==> config.mk <==
export PLATFORM = sky130hd
export DESIGN_NAME = spm_mux
export DESIGN_NICKNAME = d
export VERILOG_FILES = /design/src/inc/spm_pkg.sv /design/src/core/spm_mux.sv
export SDC_FILE = /design/constraint.sdc
export NUM_CORES = 1
export LEC_CHECK = 0
export BUFFER_PORTS_ARGS = -buffer_cell sky130_fd_sc_hd__clkbuf_2
export CAP_MARGIN = 20
export CORE_MARGIN = 2
export CORE_UTILIZATION = 45
export DETAILED_ROUTE_END_ITERATION = 10
export PLACE_DENSITY = 0.74
export SLEW_MARGIN = 20
export SYNTH_ARGS = -nofsm -noshare
export SYNTH_HDL_FRONTEND = slang
export SYNTH_SLANG_ARGS = --single-unit
==> constraint.sdc <==
create_clock -name clk_i -period 2.6 [get_ports clk_i]
set_input_delay 0.26 -clock clk_i [delete_from_list [all_inputs] [get_ports clk_i]]
set_output_delay 0.26 -clock clk_i [all_outputs]
set_load 0.03 [all_outputs]
==> src/inc/spm_pkg.sv <==
/*
  Constants for the shared pin ownership mux: pin count, owner codes,
  register offsets, field positions and reset values.
  Assumes a 32-bit classic Wishbone register bus and one 125 MHz clock.
*/
package spm_pkg;
  // ==========================================================
  // Sizes
  // ==========================================================
  localparam int NPIN = 37;            // Shared pins
  localparam int AW = 4;               // Word address bits used
  // ==========================================================
  // Owner codes
  // ==========================================================
  typedef enum logic [1:0]
  {
    SPM_OWN_PORT = 2'b00,
    SPM_OWN_FIRST_ALTERNATE_FUNCTION = 2'b01,
    SPM_OWN_SECOND_ALTERNATE_FUNCTION = 2'b10
  } spm_owner_e;
  // ==========================================================
  // Register word offsets (byte address = 4 * index)
  // ==========================================================
  localparam logic [AW-1:0] REG_PORT_DATA_LO = 4'h0;
  localparam logic [AW-1:0] REG_PORT_DATA_HI = 4'h1;
  localparam logic [AW-1:0] REG_PORT_DIR_LO = 4'h2;
  localparam logic [AW-1:0] REG_PORT_DIR_HI = 4'h3;
  localparam logic [AW-1:0] REG_DRIVE_LO = 4'h4;
  localparam logic [AW-1:0] REG_DRIVE_HI = 4'h5;
  localparam logic [AW-1:0] REG_SLEW_LO = 4'h6;
  localparam logic [AW-1:0] REG_SLEW_HI = 4'h7;
  localparam logic [AW-1:0] REG_PULL_LO = 4'h8;
  localparam logic [AW-1:0] REG_PULL_HI = 4'h9;
  localparam logic [AW-1:0] REG_PAD_IN_LO = 4'hA;
  localparam logic [AW-1:0] REG_PAD_IN_HI = 4'hB;
  localparam logic [AW-1:0] REG_MISC = 4'hC;
  // ==========================================================
  // Fields of the misc register
  // ==========================================================
  localparam int MISC_IRQ_EN_BIT = 0;  // Interrupt function enable
  localparam int MISC_USB_PU_BIT = 1;  // Plus line pullup enable
  localparam int MISC_IRQ_LVL_BIT = 2; // Read only pin level
  // ==========================================================
  // Reset values
  // ==========================================================
  localparam logic [NPIN-1:0] RST_PINS = 37'h00_0000_0000;
  localparam logic RST_IRQ_EN = 1'b0;
  localparam logic RST_USB_PU = 1'b0;
endpackage : spm_pkg

==> src/core/spm_mux.sv <==
/*
  Shared pin ownership mux with classic Wishbone register slave.
  Assumes pads resolve their own wires from the enables given here and
  that peripheral requests come from logic on clk_i.
*/
`timescale 1ns/1ps
module spm_mux
(
  input wire logic clk_i,
  input wire logic rst_i,
  // Wishbone slave
  input wire logic cyc_i,
  input wire logic stb_i,
  input wire logic we_i,
  input wire logic [5:0] adr_i,
  input wire logic [3:0] sel_i,
  input wire logic [31:0] dat_i,
  output logic [31:0] dat_o,
  output logic ack_o,
  // Alternate function requests
  input wire logic [spm_pkg::NPIN-1:0] first_alternate_function_en_i,
  input wire logic [spm_pkg::NPIN-1:0] first_alternate_function_out_i,
  input wire logic [spm_pkg::NPIN-1:0] first_alternate_function_oe_i,
  input wire logic [spm_pkg::NPIN-1:0] second_alternate_function_en_i,
  input wire logic [spm_pkg::NPIN-1:0] second_alternate_function_out_i,
  input wire logic [spm_pkg::NPIN-1:0] second_alternate_function_oe_i,
  // Pads
  input wire logic [spm_pkg::NPIN-1:0] pad_in_i,
  output logic [spm_pkg::NPIN-1:0] pad_out_o,
  output logic [spm_pkg::NPIN-1:0] pad_oe_o,
  output logic [spm_pkg::NPIN-1:0] pad_drive_high_o,
  output logic [spm_pkg::NPIN-1:0] pad_slew_limit_o,
  output logic [spm_pkg::NPIN-1:0] pad_pullup_o,
  output logic [spm_pkg::NPIN-1:0] pin_in_o,
  // Interrupt pin
  input wire logic int_pin_i,
  output logic int_pin_level_o,
  output logic branch_if_int_pin_high_o,
  output logic branch_if_int_pin_low_o,
  output logic timer_external_clock_in_o,
  output logic int_function_en_o,
  // USB plus line
  output logic plus_line_pullup_o
);
  // ==========================================================
  // Declarations
  // ==========================================================
  localparam int NP = spm_pkg::NPIN;
  logic [NP-1:0] port_data_r;          // Port output latch
  logic [NP-1:0] port_dir_r;           // 1 = port output
  logic [NP-1:0] drive_r;              // 1 = high drive
  logic [NP-1:0] slew_r;               // 1 = slew limit on
  logic [NP-1:0] pull_r;               // 1 = pullup wanted
  logic irq_en_r;                      // Interrupt function on
  logic usb_pu_r;                      // Plus line pullup on
  logic [NP-1:0] pad_s1_r;             // Pad sync stage 1
  logic [NP-1:0] pad_s2_r;             // Pad sync stage 2
  logic [NP-1:0] pad_s3_r;             // Pad sync stage 3
  logic [NP-1:0] pad_q_r;              // Debounced pad value
  logic int_s1_r;                      // Interrupt pin stage 1
  logic int_s2_r;                      // Interrupt pin stage 2
  logic int_s3_r;                      // Interrupt pin stage 3
  logic int_q_r;                       // Settled interrupt level
  logic [NP-1:0] own_out;              // Owner output value
  logic [NP-1:0] own_oe;               // Owner output enable
  logic [spm_pkg::AW-1:0] widx;        // Word index
  logic req;                           // New bus request
  logic [31:0] rd_nxt;                 // Read mux
  // ==========================================================
  // Ownership by fixed priority
  // ==========================================================
  // Second alternate over first over port
  // A disabled function has no say over the pin
  always_comb
  begin
    for (int i = 0; i < NP; i++)
    begin
      if (second_alternate_function_en_i[i])
      begin
        own_out[i] = second_alternate_function_out_i[i];
        own_oe[i] = second_alternate_function_oe_i[i];
      end
      else if (first_alternate_function_en_i[i])
      begin
        own_out[i] = first_alternate_function_out_i[i];
        own_oe[i] = first_alternate_function_oe_i[i];
      end
      else
      begin
        own_out[i] = port_data_r[i];
        own_oe[i] = port_dir_r[i];
      end
    end
  end
  // ==========================================================
  // Pad drive, registered
  // ==========================================================
  // Output value, enable and pad options
  // Registered so a change of owner never glitches a pad
  always_ff @(posedge clk_i)
  begin
    if (rst_i)
    begin
      pad_out_o <= spm_pkg::RST_PINS;
      pad_oe_o <= spm_pkg::RST_PINS;
      pad_drive_high_o <= spm_pkg::RST_PINS;
      pad_slew_limit_o <= spm_pkg::RST_PINS;
      pad_pullup_o <= spm_pkg::RST_PINS;
      plus_line_pullup_o <= spm_pkg::RST_USB_PU;
    end
    else
    begin
      pad_out_o <= own_out;
      pad_oe_o <= own_oe;
      // Options only matter while output
      pad_drive_high_o <= drive_r & own_oe;
      pad_slew_limit_o <= slew_r & own_oe;
      // Pullup only while input
      pad_pullup_o <= pull_r & ~own_oe;
      plus_line_pullup_o <= usb_pu_r;
    end
  end
  // ==========================================================
  // Input synchronisers
  // ==========================================================
  // Three stages; change taken when stages 2 and 3 agree
  // Stage 1 may go metastable; only stage 2 reads it
  always_ff @(posedge clk_i)
  begin
    if (rst_i)
    begin
      pad_s1_r <= spm_pkg::RST_PINS;
      pad_s2_r <= spm_pkg::RST_PINS;
      pad_s3_r <= spm_pkg::RST_PINS;
      pad_q_r <= spm_pkg::RST_PINS;
      int_s1_r <= 1'b0;
      int_s2_r <= 1'b0;
      int_s3_r <= 1'b0;
      int_q_r <= 1'b0;
    end
    else
    begin
      pad_s1_r <= pad_in_i;
      pad_s2_r <= pad_s1_r;
      pad_s3_r <= pad_s2_r;
      for (int i = 0; i < NP; i++)
      begin
        if (pad_s2_r[i] == pad_s3_r[i])
        begin
          pad_q_r[i] <= pad_s3_r[i];
        end
      end
      int_s1_r <= int_pin_i;
      int_s2_r <= int_s1_r;
      int_s3_r <= int_s2_r;
      if (int_s2_r == int_s3_r)
      begin
        int_q_r <= int_s3_r;
      end
    end
  end
  // ==========================================================
  // Input delivery
  // ==========================================================
  // Pad level to every sharer; interrupt pin routing
  // Branch levels are complementary copies of one settled level
  always_ff @(posedge clk_i)
  begin
    if (rst_i)
    begin
      pin_in_o <= spm_pkg::RST_PINS;
      int_pin_level_o <= 1'b0;
      branch_if_int_pin_high_o <= 1'b0;
      branch_if_int_pin_low_o <= 1'b0;
      timer_external_clock_in_o <= 1'b0;
      int_function_en_o <= spm_pkg::RST_IRQ_EN;
    end
    else
    begin
      pin_in_o <= pad_q_r;
      int_pin_level_o <= int_q_r;
      branch_if_int_pin_high_o <= int_q_r;
      branch_if_int_pin_low_o <= ~int_q_r;
      // Timer clock only with interrupt function off
      timer_external_clock_in_o <= int_q_r & ~irq_en_r;
      int_function_en_o <= irq_en_r;
    end
  end
  // ==========================================================
  // Wishbone slave
  // ==========================================================
  // Word index from byte address; byte offset bits ignored
  assign widx = adr_i[5:2];
  assign req = cyc_i & stb_i & ~ack_o;
  // Ack one cycle after request, then drop
  always_ff @(posedge clk_i)
  begin
    if (rst_i)
    begin
      ack_o <= 1'b0;
    end
    else
    begin
      ack_o <= req;
    end
  end
  // Register writes, byte lanes honoured
  // Writes land on the request edge, the same edge that raises ack
  always_ff @(posedge clk_i)
  begin
    if (rst_i)
    begin
      port_data_r <= spm_pkg::RST_PINS;
      port_dir_r <= spm_pkg::RST_PINS;
      drive_r <= spm_pkg::RST_PINS;
      slew_r <= spm_pkg::RST_PINS;
      pull_r <= spm_pkg::RST_PINS;
      irq_en_r <= spm_pkg::RST_IRQ_EN;
      usb_pu_r <= spm_pkg::RST_USB_PU;
    end
    else if (req && we_i)
    begin
      for (int b = 0; b < 4; b++)
      begin
        if (sel_i[b])
        begin
          for (int k = 0; k < 8; k++)
          begin
            if (b * 8 + k < 32)
            begin
              case (widx)
                spm_pkg::REG_PORT_DATA_LO: port_data_r[b*8+k] <= dat_i[b*8+k];
                spm_pkg::REG_PORT_DIR_LO: port_dir_r[b*8+k] <= dat_i[b*8+k];
                spm_pkg::REG_DRIVE_LO: drive_r[b*8+k] <= dat_i[b*8+k];
                spm_pkg::REG_SLEW_LO: slew_r[b*8+k] <= dat_i[b*8+k];
                spm_pkg::REG_PULL_LO: pull_r[b*8+k] <= dat_i[b*8+k];
                default: ;
              endcase
            end
          end
        end
      end
      // High words hold pins 32..36 in byte lane 0
      if (sel_i[0])
      begin
        case (widx)
          spm_pkg::REG_PORT_DATA_HI: port_data_r[NP-1:32] <= dat_i[NP-33:0];
          spm_pkg::REG_PORT_DIR_HI: port_dir_r[NP-1:32] <= dat_i[NP-33:0];
          spm_pkg::REG_DRIVE_HI: drive_r[NP-1:32] <= dat_i[NP-33:0];
          spm_pkg::REG_SLEW_HI: slew_r[NP-1:32] <= dat_i[NP-33:0];
          spm_pkg::REG_PULL_HI: pull_r[NP-1:32] <= dat_i[NP-33:0];
          spm_pkg::REG_MISC:
          begin
            irq_en_r <= dat_i[spm_pkg::MISC_IRQ_EN_BIT];
            usb_pu_r <= dat_i[spm_pkg::MISC_USB_PU_BIT];
          end
          default: ;
        endcase
      end
    end
  end
  // Read mux; unmapped reads zero
  // Pad input words show the settled levels, not raw pins
  always_comb
  begin
    rd_nxt = 32'h0000_0000;
    case (widx)
      spm_pkg::REG_PORT_DATA_LO: rd_nxt = port_data_r[31:0];
      spm_pkg::REG_PORT_DATA_HI: rd_nxt[NP-33:0] = port_data_r[NP-1:32];
      spm_pkg::REG_PORT_DIR_LO: rd_nxt = port_dir_r[31:0];
      spm_pkg::REG_PORT_DIR_HI: rd_nxt[NP-33:0] = port_dir_r[NP-1:32];
      spm_pkg::REG_DRIVE_LO: rd_nxt = drive_r[31:0];
      spm_pkg::REG_DRIVE_HI: rd_nxt[NP-33:0] = drive_r[NP-1:32];
      spm_pkg::REG_SLEW_LO: rd_nxt = slew_r[31:0];
      spm_pkg::REG_SLEW_HI: rd_nxt[NP-33:0] = slew_r[NP-1:32];
      spm_pkg::REG_PULL_LO: rd_nxt = pull_r[31:0];
      spm_pkg::REG_PULL_HI: rd_nxt[NP-33:0] = pull_r[NP-1:32];
      spm_pkg::REG_PAD_IN_LO: rd_nxt = pad_q_r[31:0];
      spm_pkg::REG_PAD_IN_HI: rd_nxt[NP-33:0] = pad_q_r[NP-1:32];
      spm_pkg::REG_MISC:
      begin
        rd_nxt[spm_pkg::MISC_IRQ_EN_BIT] = irq_en_r;
        rd_nxt[spm_pkg::MISC_USB_PU_BIT] = usb_pu_r;
        rd_nxt[spm_pkg::MISC_IRQ_LVL_BIT] = int_q_r;
      end
      default: rd_nxt = 32'h0000_0000;
    endcase
  end
  // Read data registered with ack
  // Held until the next request so a slow master still sees it
  always_ff @(posedge clk_i)
  begin
    if (rst_i)
    begin
      dat_o <= 32'h0000_0000;
    end
    else if (req)
    begin
      dat_o <= rd_nxt;
    end
  end
endmodule : spm_mux

# After elaboration in Yosys (flattened, before gate mapping)
# Index checks and enable logic that the tools add are counted.
# word_totals
regBits,599
input_bits,307
out_inout_bits,261
word_cells,323
# classes
n_eq_ne,50
mux,151
bitwise_logic,10
reduce_logical,28
# ops
operator,n
one-hot mux 27 bit (6 select lines),1
2-to-1 mux 1 bit,148
bitwise AND 37 bit,3
AND reduction 3 bit,26
one-hot mux 3 bit (13 select lines),1
equality test 1 bit,38
NOT 37 bit,1
one-hot mux 2 bit (12 select lines),1
"equality test 4 bit, second input constant",5
"equality test 4 x 3 -> 1 bit, second input constant",4
"equality test 4 x 2 -> 1 bit, second input constant",2
"equality test 4 x 1 -> 1 bit, second input constant",1
logical NOT 4 bit,1
bitwise AND 1 bit,3
NOT 1 bit,3
logical AND 1 bit,1

# Logic depth before layout (Yosys ltp)
# Gate-level depths: netlist of run 1.
# depth
depth_word,4
mapped_depth,8

# Worst setup path after synthesis of run 1
# OpenSTA, ideal clock, no wires.
# synth_path
kind,register to register
from,reg ack_o
to,reg irq_en_r
setup_ns,0.128
arrival_time_ns,1.560
required_time_ns,2.472
setup_slack_ns,0.913
stages_incl_launch_ff,8
n_path_buf,2
period_less_slack_ns,1.687
path_cell_list,dfxtp_1 > and4b_1 > and2_1 > buf_2 > buf_2 > nand4_1 > mux2i_1 > nor2_1
# synth_between
elab_chain_len,4
# synth_rtl
item,line_no,source
start: declaration,spm_mux.sv:19,"output logic ack_o,"
start signal: assignment,spm_mux.sv:204,ack_o <= req;
NOT 1 bit,spm_mux.sv:194,assign req = cyc_i & stb_i & ~ack_o;
bitwise AND 1 bit,spm_mux.sv:194,
logical AND 1 bit,spm_mux.sv:221,else if (req && we_i)
AND reduction 3 bit (no source line),--,
end signal: assignment,spm_mux.sv:218,irq_en_r <= spm_pkg::RST_IRQ_EN;
end signal: assignment,spm_mux.sv:254,irq_en_r <= dat_i[spm_pkg::MISC_IRQ_EN_BIT];
end: declaration,spm_mux.sv:54,logic irq_en_r;
# No other way between the ends.
# A chain may end at the register's enable or synchronous reset.

# Final worst setup path of run 1
# layout_path
from,reg ack_o
to,reg port_data_r[7]
# layout_between
elab_chain_len,4
# layout_rtl
item,line_no,source
NOT 1 bit,spm_mux.sv:194,
bitwise AND 1 bit,spm_mux.sv:194,
logical AND 1 bit,spm_mux.sv:221,
AND reduction 3 bit (no source line),--,
end signal: assignment,spm_mux.sv:213,port_data_r <= spm_pkg::RST_PINS;
end signal: indexed assignment,spm_mux.sv:232,spm_pkg::REG_PORT_DATA_LO: port_data_r[b*8+k] <= dat_i[b*8+k];
end signal: indexed assignment,spm_mux.sv:247,spm_pkg::REG_PORT_DATA_HI: port_data_r[NP-1:32] <= dat_i[NP-33:0];
end: declaration,spm_mux.sv:49,logic [NP-1:0] port_data_r;
# No other way between the ends.

==> flow_metrics.py, run 1 <==
metrics = {
    "status": {
        "status": "finished, final reports clean",
    },
    "synthesis": {
        "syn_inst": 2244,
        "synth-async-reset-ratio": 0,
        "ys_warn_count": 0,
        "syn-num-nets": 2551,
        "synth.area.top_cells": "dfxtp_1, a21oi_1, mux2i_1",
        "yosysTopAreaCellShare": 0.569,
        "postSynthAreaPerCell_um2": 9.39,
        "synth_edf_count": 0,
        "synth_top_area_cell": "dfxtp_1",
        "synth_flop_cell": "dfxtp_1",
        "synth_common_cells": "dfxtp_1, a21oi_1, nand2_1, nor2_1, nand3_1",
        "netlist_area_um2": 21100,
        "seq_area_frac_synth": 0.569,
        "synth.distinct_cells": 42,
        "ys_ff_latch": 599,
        "synth.most_common_cell": "dfxtp_1",
    },
    "pwr": {
        "power_density_nw_per_um2": 700,
        "power.leakage_nw": 12.0,
        "peakVddDrop_mv": 0.493,
    },
    "place": {
        "placed_cell_area_um2": 24600,
        "post-place-ws_ns": 0.328,
        "hpwlAfterDp_mm": 50.8,
        "portBuffers": 565,
        "gp_congestion": 0.982,
    },
    "setup_path": {
        "cp-start-kind": "register",
        "crit_family": "simple AND/OR/NAND/NOR gates",
        "crit_type": "register to register",
        "path_buf_inv": 1,
        "critPathSlowestCell": "buf_4",
        "critPathMaxFanout": 45,
        "endpoint_kind": "register",
        "cp.arrival_ns": 2.78,
        "critPathMaxStageDelay_ns": 0.46,
        "critPathRequiredTime_ns": 3.09,
        "worstPathCellList": "and4b_1 -> and2_1 -> buf_4 -> nand2_1 -> nand2_1 -> a21oi_1",
        "path_common_cell": "nand2_1",
    },
    "clock_network": {
        "htree_levels": 2,
        "cts_setup_buffers": 0,
        "cts-root-buf": "clkbuf_16",
        "cts_tree": "yes",
        "cts_sinks": 599,
        "clockBufferDepth": 3,
        "clkLatencyLatePin_ns": 0.62,
        "path_clk_slew_ns": 0.06,
        "cts_buffers": 59,
    },
    "route": {
        "detail_route.iter0.violations": 1733,
        "ant_nets": 0,
        "routed_wl_mm": 72.8,
        "wire_per_inst_um": 20.2,
        "viasPerCell": 5.41,
        "first_pass_iters": 6,
        "vias": 19500,
        "drc": 0,
    },
    "sta": {
        "worst_slack_ns": 0.314,
        "fin_crit_ns": 2.29,
        "hold_viol": 0,
        "slew_violations": 0,
        "grt_setup_unrepaired": "false",
        "tns_ns": 0,
        "post-route-period-util": 0.879,
        "tightest_slew_ns": 0.806,
        "fmax_ghz": 0.437,
        "slew_headroom": 0.461,
        "skew_ns": 0.0127,
        "setup_viol": 0,
    },
    "floorplanning": {
        "fp.dieArea_um2": 48600,
        "die_h_um": 220,
        "die_x_um": 220,
        "core_um2": 46400,
        "io_pins": 568,
        "start_util": 0.455,
        "num_rows": 79,
    },
    "global_routing": {
        "grtUsageTotal": 0.286,
        "grt.met3_usage": 0.0570,
        "first_global_vias": 18300,
        "grt_util_met1": 0.369,
        "grt_remaining_overflow": 0,
        "use_met2": 0.461,
        "antenna_found_initial": 6,
        "grt_pass1_wl_mm": 106,
        "grt_max_degree": 94,
        "top_usage_layer": "met2",
    },
    "worst_hold_path": {
        "hp-class": "input port to register",
    },
    "job": {
        "drv_cap": 0,
    },
    "layout": {
        "area.growth.synth_to_final_pct": 34.3,
        "regArea_um2": 12000,
        "multiInputGateArea_um2": 8490,
        "nets": 3252,
        "fill_cells": 3865,
        "drive_gt1_frac": 0.239,
        "stdcell_area_um2": 28300,
    },
}
-- cells in the final DEF (no fill, tap or decap), types with 78 or more instances in the layout --
| master | Yosys | routed |
|---|---|---|
| nand3_1 | 189 | 189 |
| nor2b_1 | 162 | 162 |
| nand2_1 | 226 | 226 |
| mux2i_1 | 109 | 109 |
| dfxtp_1 | 599 | 599 |
| a21oi_1 | 276 | 276 |
| clkbuf_2 | 0 | 564 |
| dlygate4sd3_1 | 0 | 172 |
| nor2_1 | 210 | 209 |
| and2_1 | 79 | 78 |
-- worst paths after layout --
kind	startpoint	endpoint	slack [ns]	depth (start not counted)
max	ack_o	port_data_r[7]	0.31	6
min	second_alternate_function_oe_i[13]	pad_oe_o[13]	0.03	3
min reg2reg	pad_s1_r[10]	pad_s2_r[10]	0.43	1
max reg2reg	ack_o	port_data_r[7]	0.31	6
-- kinds of logic after synthesis --
kind of cell / count (synthesis) / synth area share
buffers and inverters: 140 / 0.0305
flip-flops: 599 / 0.569
multiplexers: 111 / 0.0534
AO/OA/AOI/OAI: 464 / 0.126
AND/OR/NAND/NOR: 930 / 0.221
-- metrics by stage --
stage	util	std cells	hold slack, ns	total power (W)
2_1_floorplan	-	2244	0.388	0.0103
3_3_place_gp	0.530	3319	0.418	0.0109
3_5_place_dp	0.530	3319	0.420	0.0109
4_1_cts	0.610	3600	0.000302	0.0199
5_1_grt	0.611	3604	0.0141	0.0204
6_report	0.611	3605	0.0343	0.0198
-- where the power goes --
| group | total, W | switching [W] | internal, W |
|---|---|---|---|
| Combinational | 0.00159 | 0.000921 | 0.000669 |
| Sequential | 0.00942 | 0.0000718 | 0.00935 |
| Clock | 0.00881 | 0.00359 | 0.00522 |
-- flip-flops by register name (all words and copies together), names as in the netlist, 32 cells and up --
signal and cells:
pad_s2_r 37, pad_s1_r 37, slew_r 37, pad_s3_r 37, pad_drive_high_o 37, pad_q_r 37, pad_out_o 37, port_dir_r 37
dat_o 32, pin_in_o 37, pad_pullup_o 37, pad_oe_o 37, pad_slew_limit_o 37, port_data_r 37, pull_r 37, drive_r 37
-- layout make-up --
cell class,instances,share of cell area
timing repair buffer,780,0.178
sequential,599,0.424
clock buffer,84,0.0598
multi-input combinational,1505,0.300
tap,607,0.0268
clock inverter,25,0.0114
antenna,5,0.000442
-- tightest hold or removal path, cell delays in order --
cell      delay, ns
clkbuf_2       0.09
a21oi_1        0.08
nor2_1         0.15
-- timing repair --
item	in CTS	in global routing
hold buffers	172	0
resized for setup	0	0
setup endpoints to repair	0	0
hold endpoints to repair	255	0
-- metal layers --
layer  vias to the layer above  part of all wire
li1                       9125                 -
met1                      9232              0.40
met2                       985              0.47
met3                       178             0.087
met4                         0             0.042
met5                         -                 0
No activity file was read; power rests on OpenSTA's default activity.
==> inputs of run 2 (changes only) <==
REMOVE_ABC_BUFFERS = 1   (was not set)
clock period = 2.4 ns   (was 2.6 ns; I/O delays follow)
==> flow_metrics.py, run 2 (synthesized netlist as in run 1, its figures left out) <==
metrics = {
    "global_routing": {
        "first_global_vias": 19100,
        "grt_pass1_wl_mm": 104,
        "grt_remaining_overflow": 0,
        "grtUsageTotal": 0.272,
        "grt_max_degree": 64,
        "antenna_found_initial": 4,
    },
    "setup_path": {
        "cp-start-kind": "register",
        "cp.arrival_ns": 2.72,
        "endpoint_kind": "register",
        "crit_type": "register to register",
        "critPathMaxFanout": 17,
        "critPathRequiredTime_ns": 2.91,
    },
    "clock_network": {
        "clockBufferDepth": 3,
        "path_clk_slew_ns": 0.06,
        "cts_buffers": 59,
        "clkLatencyLatePin_ns": 0.62,
        "cts_sinks": 599,
        "cts_setup_buffers": 0,
        "cts-root-buf": "clkbuf_16",
        "cts_resized": 0,
        "holdBufCountCts": 206,
        "htree_levels": 2,
        "cts_tree": "yes",
    },
    "floorplanning": {
        "die_x_um": 220,
        "num_rows": 79,
        "fp.dieArea_um2": 48600,
        "start_util": 0.455,
        "io_pins": 568,
        "die_h_um": 220,
        "core_um2": 46400,
    },
    "pwr": {
        "peakVddDrop_mv": 0.565,
        "power.leakage_nw": 12.2,
        "power_density_nw_per_um2": 739,
    },
    "sta": {
        "setup_viol": 0,
        "post-route-period-util": 0.919,
        "tightest_slew_ns": 0.652,
        "slew_headroom": 0.564,
        "fin_crit_ns": 2.21,
        "hold_viol": 0,
        "slew_violations": 0,
        "fmax_ghz": 0.453,
        "grt_setup_unrepaired": "false",
        "skew_ns": 0.0211,
        "worst_slack_ns": 0.194,
    },
    "worst_hold_path": {
        "hp-class": "input port to register",
    },
    "layout": {
        "nets": 3306,
        "fill_cells": 3709,
        "drive_gt1_frac": 0.241,
        "area.growth.synth_to_final_pct": 36.3,
        "layout_commonest_cell": "dfxtp_1",
        "final_cell_mix": "dfxtp_1, clkbuf_2, a21oi_1",
        "finalNonFillerCells": 3654,
    },
    "route": {
        "vias": 19800,
        "detail_route.iter0.violations": 1514,
        "wire_per_inst_um": 19.0,
        "first_pass_iters": 6,
        "ant_nets": 0,
        "routed_wl_mm": 69.3,
        "viasPerCell": 5.42,
        "drc": 0,
    },
    "status": {
        "status": "finished, final reports clean",
    },
    "job": {
        "drv_cap": 0,
    },
    "place": {
        "gp_congestion": 0.927,
        "placed_cells": 3339,
        "hpwlAfterDp_mm": 46.9,
        "portBuffers": 565,
        "post-place-ws_ns": 0.209,
    },
}
run 2: changes by cell type in the layout (fill, tap and decap cells not counted), sizes merged:
cell	delta
diode	-2
clkinv	-3
clkinvlp	+3
dlygate4sd3	+34
buf	+20
bufinv	-3
run 2: routing by layer:
layer	GRT usage	wire length [um]
met5	0	25
met2	0.468	33900
met4	0.119	2840
met3	0.0535	5410
met1	0.331	27100
run 2: layout make-up:
cell class              count  area, um2  area share
multi-input cells        1505       8490       0.296
well taps                 607        759      0.0264
flip-flops and latches    599      12000       0.418
clock inverters            22        243     0.00845
repair buffers            834       5540       0.193
clock buffers              84       1690      0.0589
diodes                      3       7.51    0.000261
run 2: power by group:
group	leakage, nW	switching (W)	internal, W	total (W)
clock network	0.944	0.00390	0.00532	0.00923
registers	4.86	0.0000775	0.0101	0.0102
logic	6.39	0.00100	0.000784	0.00179
run 2: worst paths after layout:
path | start | to | slack, ns | depth (start not counted)
min | dat_i[3] | port_data_r[3] | 0.03 | 3
max reg2reg | ack_o | drive_r[34] | 0.19 | 5
min reg2reg | pad_s1_r[14] | pad_s2_r[14] | 0.44 | 1
max | ack_o | drive_r[34] | 0.19 | 5
run 2: per-stage QoR:
stage | utilization | TNS (ns) | hold slack [ns] | total power, W | cell area [um2]
3_3_place_gp | 0.533 | 0 | 0.415 | 0.0118 | 24700
5_1_grt | 0.619 | 0 | 0.0220 | 0.0219 | 28700
2_1_floorplan | - | -376.16 | 0.307 | 0.0110 | 20400
3_5_place_dp | 0.533 | 0 | 0.422 | 0.0119 | 24700
4_1_cts | 0.619 | 0 | 0.00326 | 0.0213 | 28700
6_report | 0.619 | 0 | 0.0292 | 0.0212 | 28700
run 2: critical path, cell delays in order (launching register included):
cell and delay [ns]:
dfxtp_1 0.35, and4b_1 0.49, and2_2 0.47, nand4b_1 0.45, mux2i_1 0.28, nor2_1 0.06
==> inputs of run 3 (changes only) <==
CELL_PAD_IN_SITES_DETAIL_PLACEMENT = 1   (was not set)
CELL_PAD_IN_SITES_GLOBAL_PLACEMENT = 1   (was not set)
CORE_UTILIZATION = 35   (was 45)
CTS_CLUSTER_SIZE = 30   (was not set)
PLACE_DENSITY = 0.79   (was 0.74)
clock period = 2 ns   (was 2.4 ns; I/O delays follow)
==> flow_metrics.py, run 3 (synthesized netlist as in run 1, its figures left out) <==
metrics = {
    "status": {
        "status": "finished, final reports clean",
    },
    "clock_network": {
        "htree_levels": 3,
        "cts_tree": "yes",
        "cts_buffers": 66,
        "path_clk_slew_ns": 0.06,
        "clockBufferDepth": 3,
        "cts_sinks": 599,
        "cts-root-buf": "clkbuf_16",
        "clkLatencyLatePin_ns": 0.62,
    },
    "route": {
        "wire_per_inst_um": 22.3,
        "viasPerCell": 5.31,
        "vias": 20500,
        "detail_route.iter0.violations": 1352,
        "highest_layer": "met5",
        "wl_met3_mm": 5.30,
        "drt-met1-wl_mm": 32.0,
        "drc": 0,
        "first_pass_iters": 5,
        "wl_met2_mm": 44.5,
        "ant_nets": 0,
        "routed_wl_mm": 85.8,
    },
    "floorplanning": {
        "core_um2": 59200,
        "die_x_um": 249,
        "start_util": 0.356,
        "num_rows": 89,
        "io_pins": 568,
        "fp.dieArea_um2": 62200,
        "die_h_um": 249,
    },
    "layout": {
        "final_cell_mix": "dfxtp_1, clkbuf_2, a21oi_1",
        "fin_util": 0.498,
        "stdcell_area_um2": 29500,
        "drive_gt1_frac": 0.248,
        "layout_commonest_cell": "dfxtp_1",
        "area.growth.synth_to_final_pct": 40.1,
        "nets": 3336,
    },
    "pwr": {
        "power_density_nw_per_um2": 926,
        "peakVddDrop_mv": 0.622,
        "power.leakage_nw": 12.5,
        "total_power_w": 0.0273,
    },
    "setup_path": {
        "crit_family": "buffers and inverters",
        "critPathSlowestCell": "dlygate4sd3_1",
        "cp-start-kind": "register",
        "endpoint_kind": "register",
        "path_common_cell": "nor2_1",
        "worstPathCellList": "mux2i_1 -> nor2_1 -> a21oi_1 -> dlygate4sd3_1 -> nor2_1 -> and2_1",
        "crit_type": "register to register",
        "critPathMaxFanout": 3,
        "critPathRequiredTime_ns": 2.48,
        "path_buf_inv": 1,
        "critPathMaxStageDelay_ns": 0.67,
        "cp.arrival_ns": 2.45,
    },
    "sta": {
        "fin_crit_ns": 1.97,
        "fmax_ghz": 0.508,
        "skew_ns": 0.0332,
        "tns_ns": 0,
        "post-route-period-util": 0.984,
        "setup_viol": 0,
        "hold_viol": 0,
        "grt_setup_unrepaired": "false",
        "slew_headroom": 0.670,
        "tightest_slew_ns": 0.494,
        "slew_violations": 0,
    },
    "global_routing": {
        "antenna_found_initial": 5,
        "first_global_vias": 22500,
        "grt_remaining_overflow": 0,
        "grtUsageTotal": 0.268,
        "grt_pass1_wl_mm": 131,
        "grt_max_degree": 57,
    },
    "place": {
        "hpwlAfterDp_mm": 54.5,
        "portBuffers": 565,
        "gp_congestion": 0.878,
        "placed_cell_area_um2": 25100,
    },
    "worst_hold_path": {
        "hp-class": "input port to register",
    },
    "job": {
        "drv_cap": 0,
    },
}
[run 3: cell types whose count changed in the layout (fill, tap and decap cells not counted), moves of 3 or more]
cell,change
clkbuf_16,+7
bufinv_16,+3
clkinvlp_4,-3
dlygate4sd3_1,+5
clkinv_2,-7
buf_12,+5
clkbuf_8,+6
buf_4,+12
[run 3: metrics by stage]
step	setup WS [ns]	hold WS [ns]	std cells
after global placement	-0.0600	0.412	3517
final	0.0311	0.0419	3854
after global routing	0.0134	0.0615	3853
after detailed placement	-0.0985	0.417	3517
after CTS	0.00677	0.00128	3851
after floorplan	-4.47	0.267	2104
[run 3: path summary, 6_finish.rpt]
kind | slack, ns | depth (start not counted) | end | start
setup / recovery | 0.03 | 6 | pad_drive_high_o[5] | port_dir_r[5]
hold / removal | 0.04 | 3 | pull_r[0] | dat_i[0]
setup reg to reg | 0.03 | 6 | pad_drive_high_o[5] | port_dir_r[5]
hold reg to reg | 0.43 | 1 | pad_s2_r[18] | pad_s1_r[18]
[run 3: worst register-to-register path: stages (launching register included)]
cell and delay (ns):
dfxtp_1 0.34, mux2i_1 0.30, nor2_1 0.09, a21oi_1 0.18, dlygate4sd3_1 0.67, nor2_1 0.10, and2_1 0.17
[run 3: where the power goes]
part	internal, W	switching (W)	leakage, nW
registers	0.0122	0.000107	4.87
clock network	0.00770	0.00511	1.11
logic	0.000970	0.00130	6.55
total	0.0208	0.00652	12.5
[run 3: layout make-up]
cell class                 count  area (um2)
multi-input combinational   1505        8490
antenna                        5        12.5
sequential                   599       12000
clock inverter                19         329
fill                        6809       29700
clock buffer                  96        1950
timing repair buffer         857        5790
tap                          773         967
[run 3: per-layer routing]
layer	up-vias	GRT usage
li1	9288	-
met1	10100	0.291
met2	875	0.493
met3	239	0.0536
met4	2	0.136
met5	-	0
[run 3: repair_timing]
item | in CTS | in global routing
endpoints found under the setup margin | 45 | 84
gates resized for setup | 1 | 5
hold endpoints to repair | 295 | 0
hold buffers | 214 | 0
pin swaps | 4 | 0
setup buffers | 5 | 0
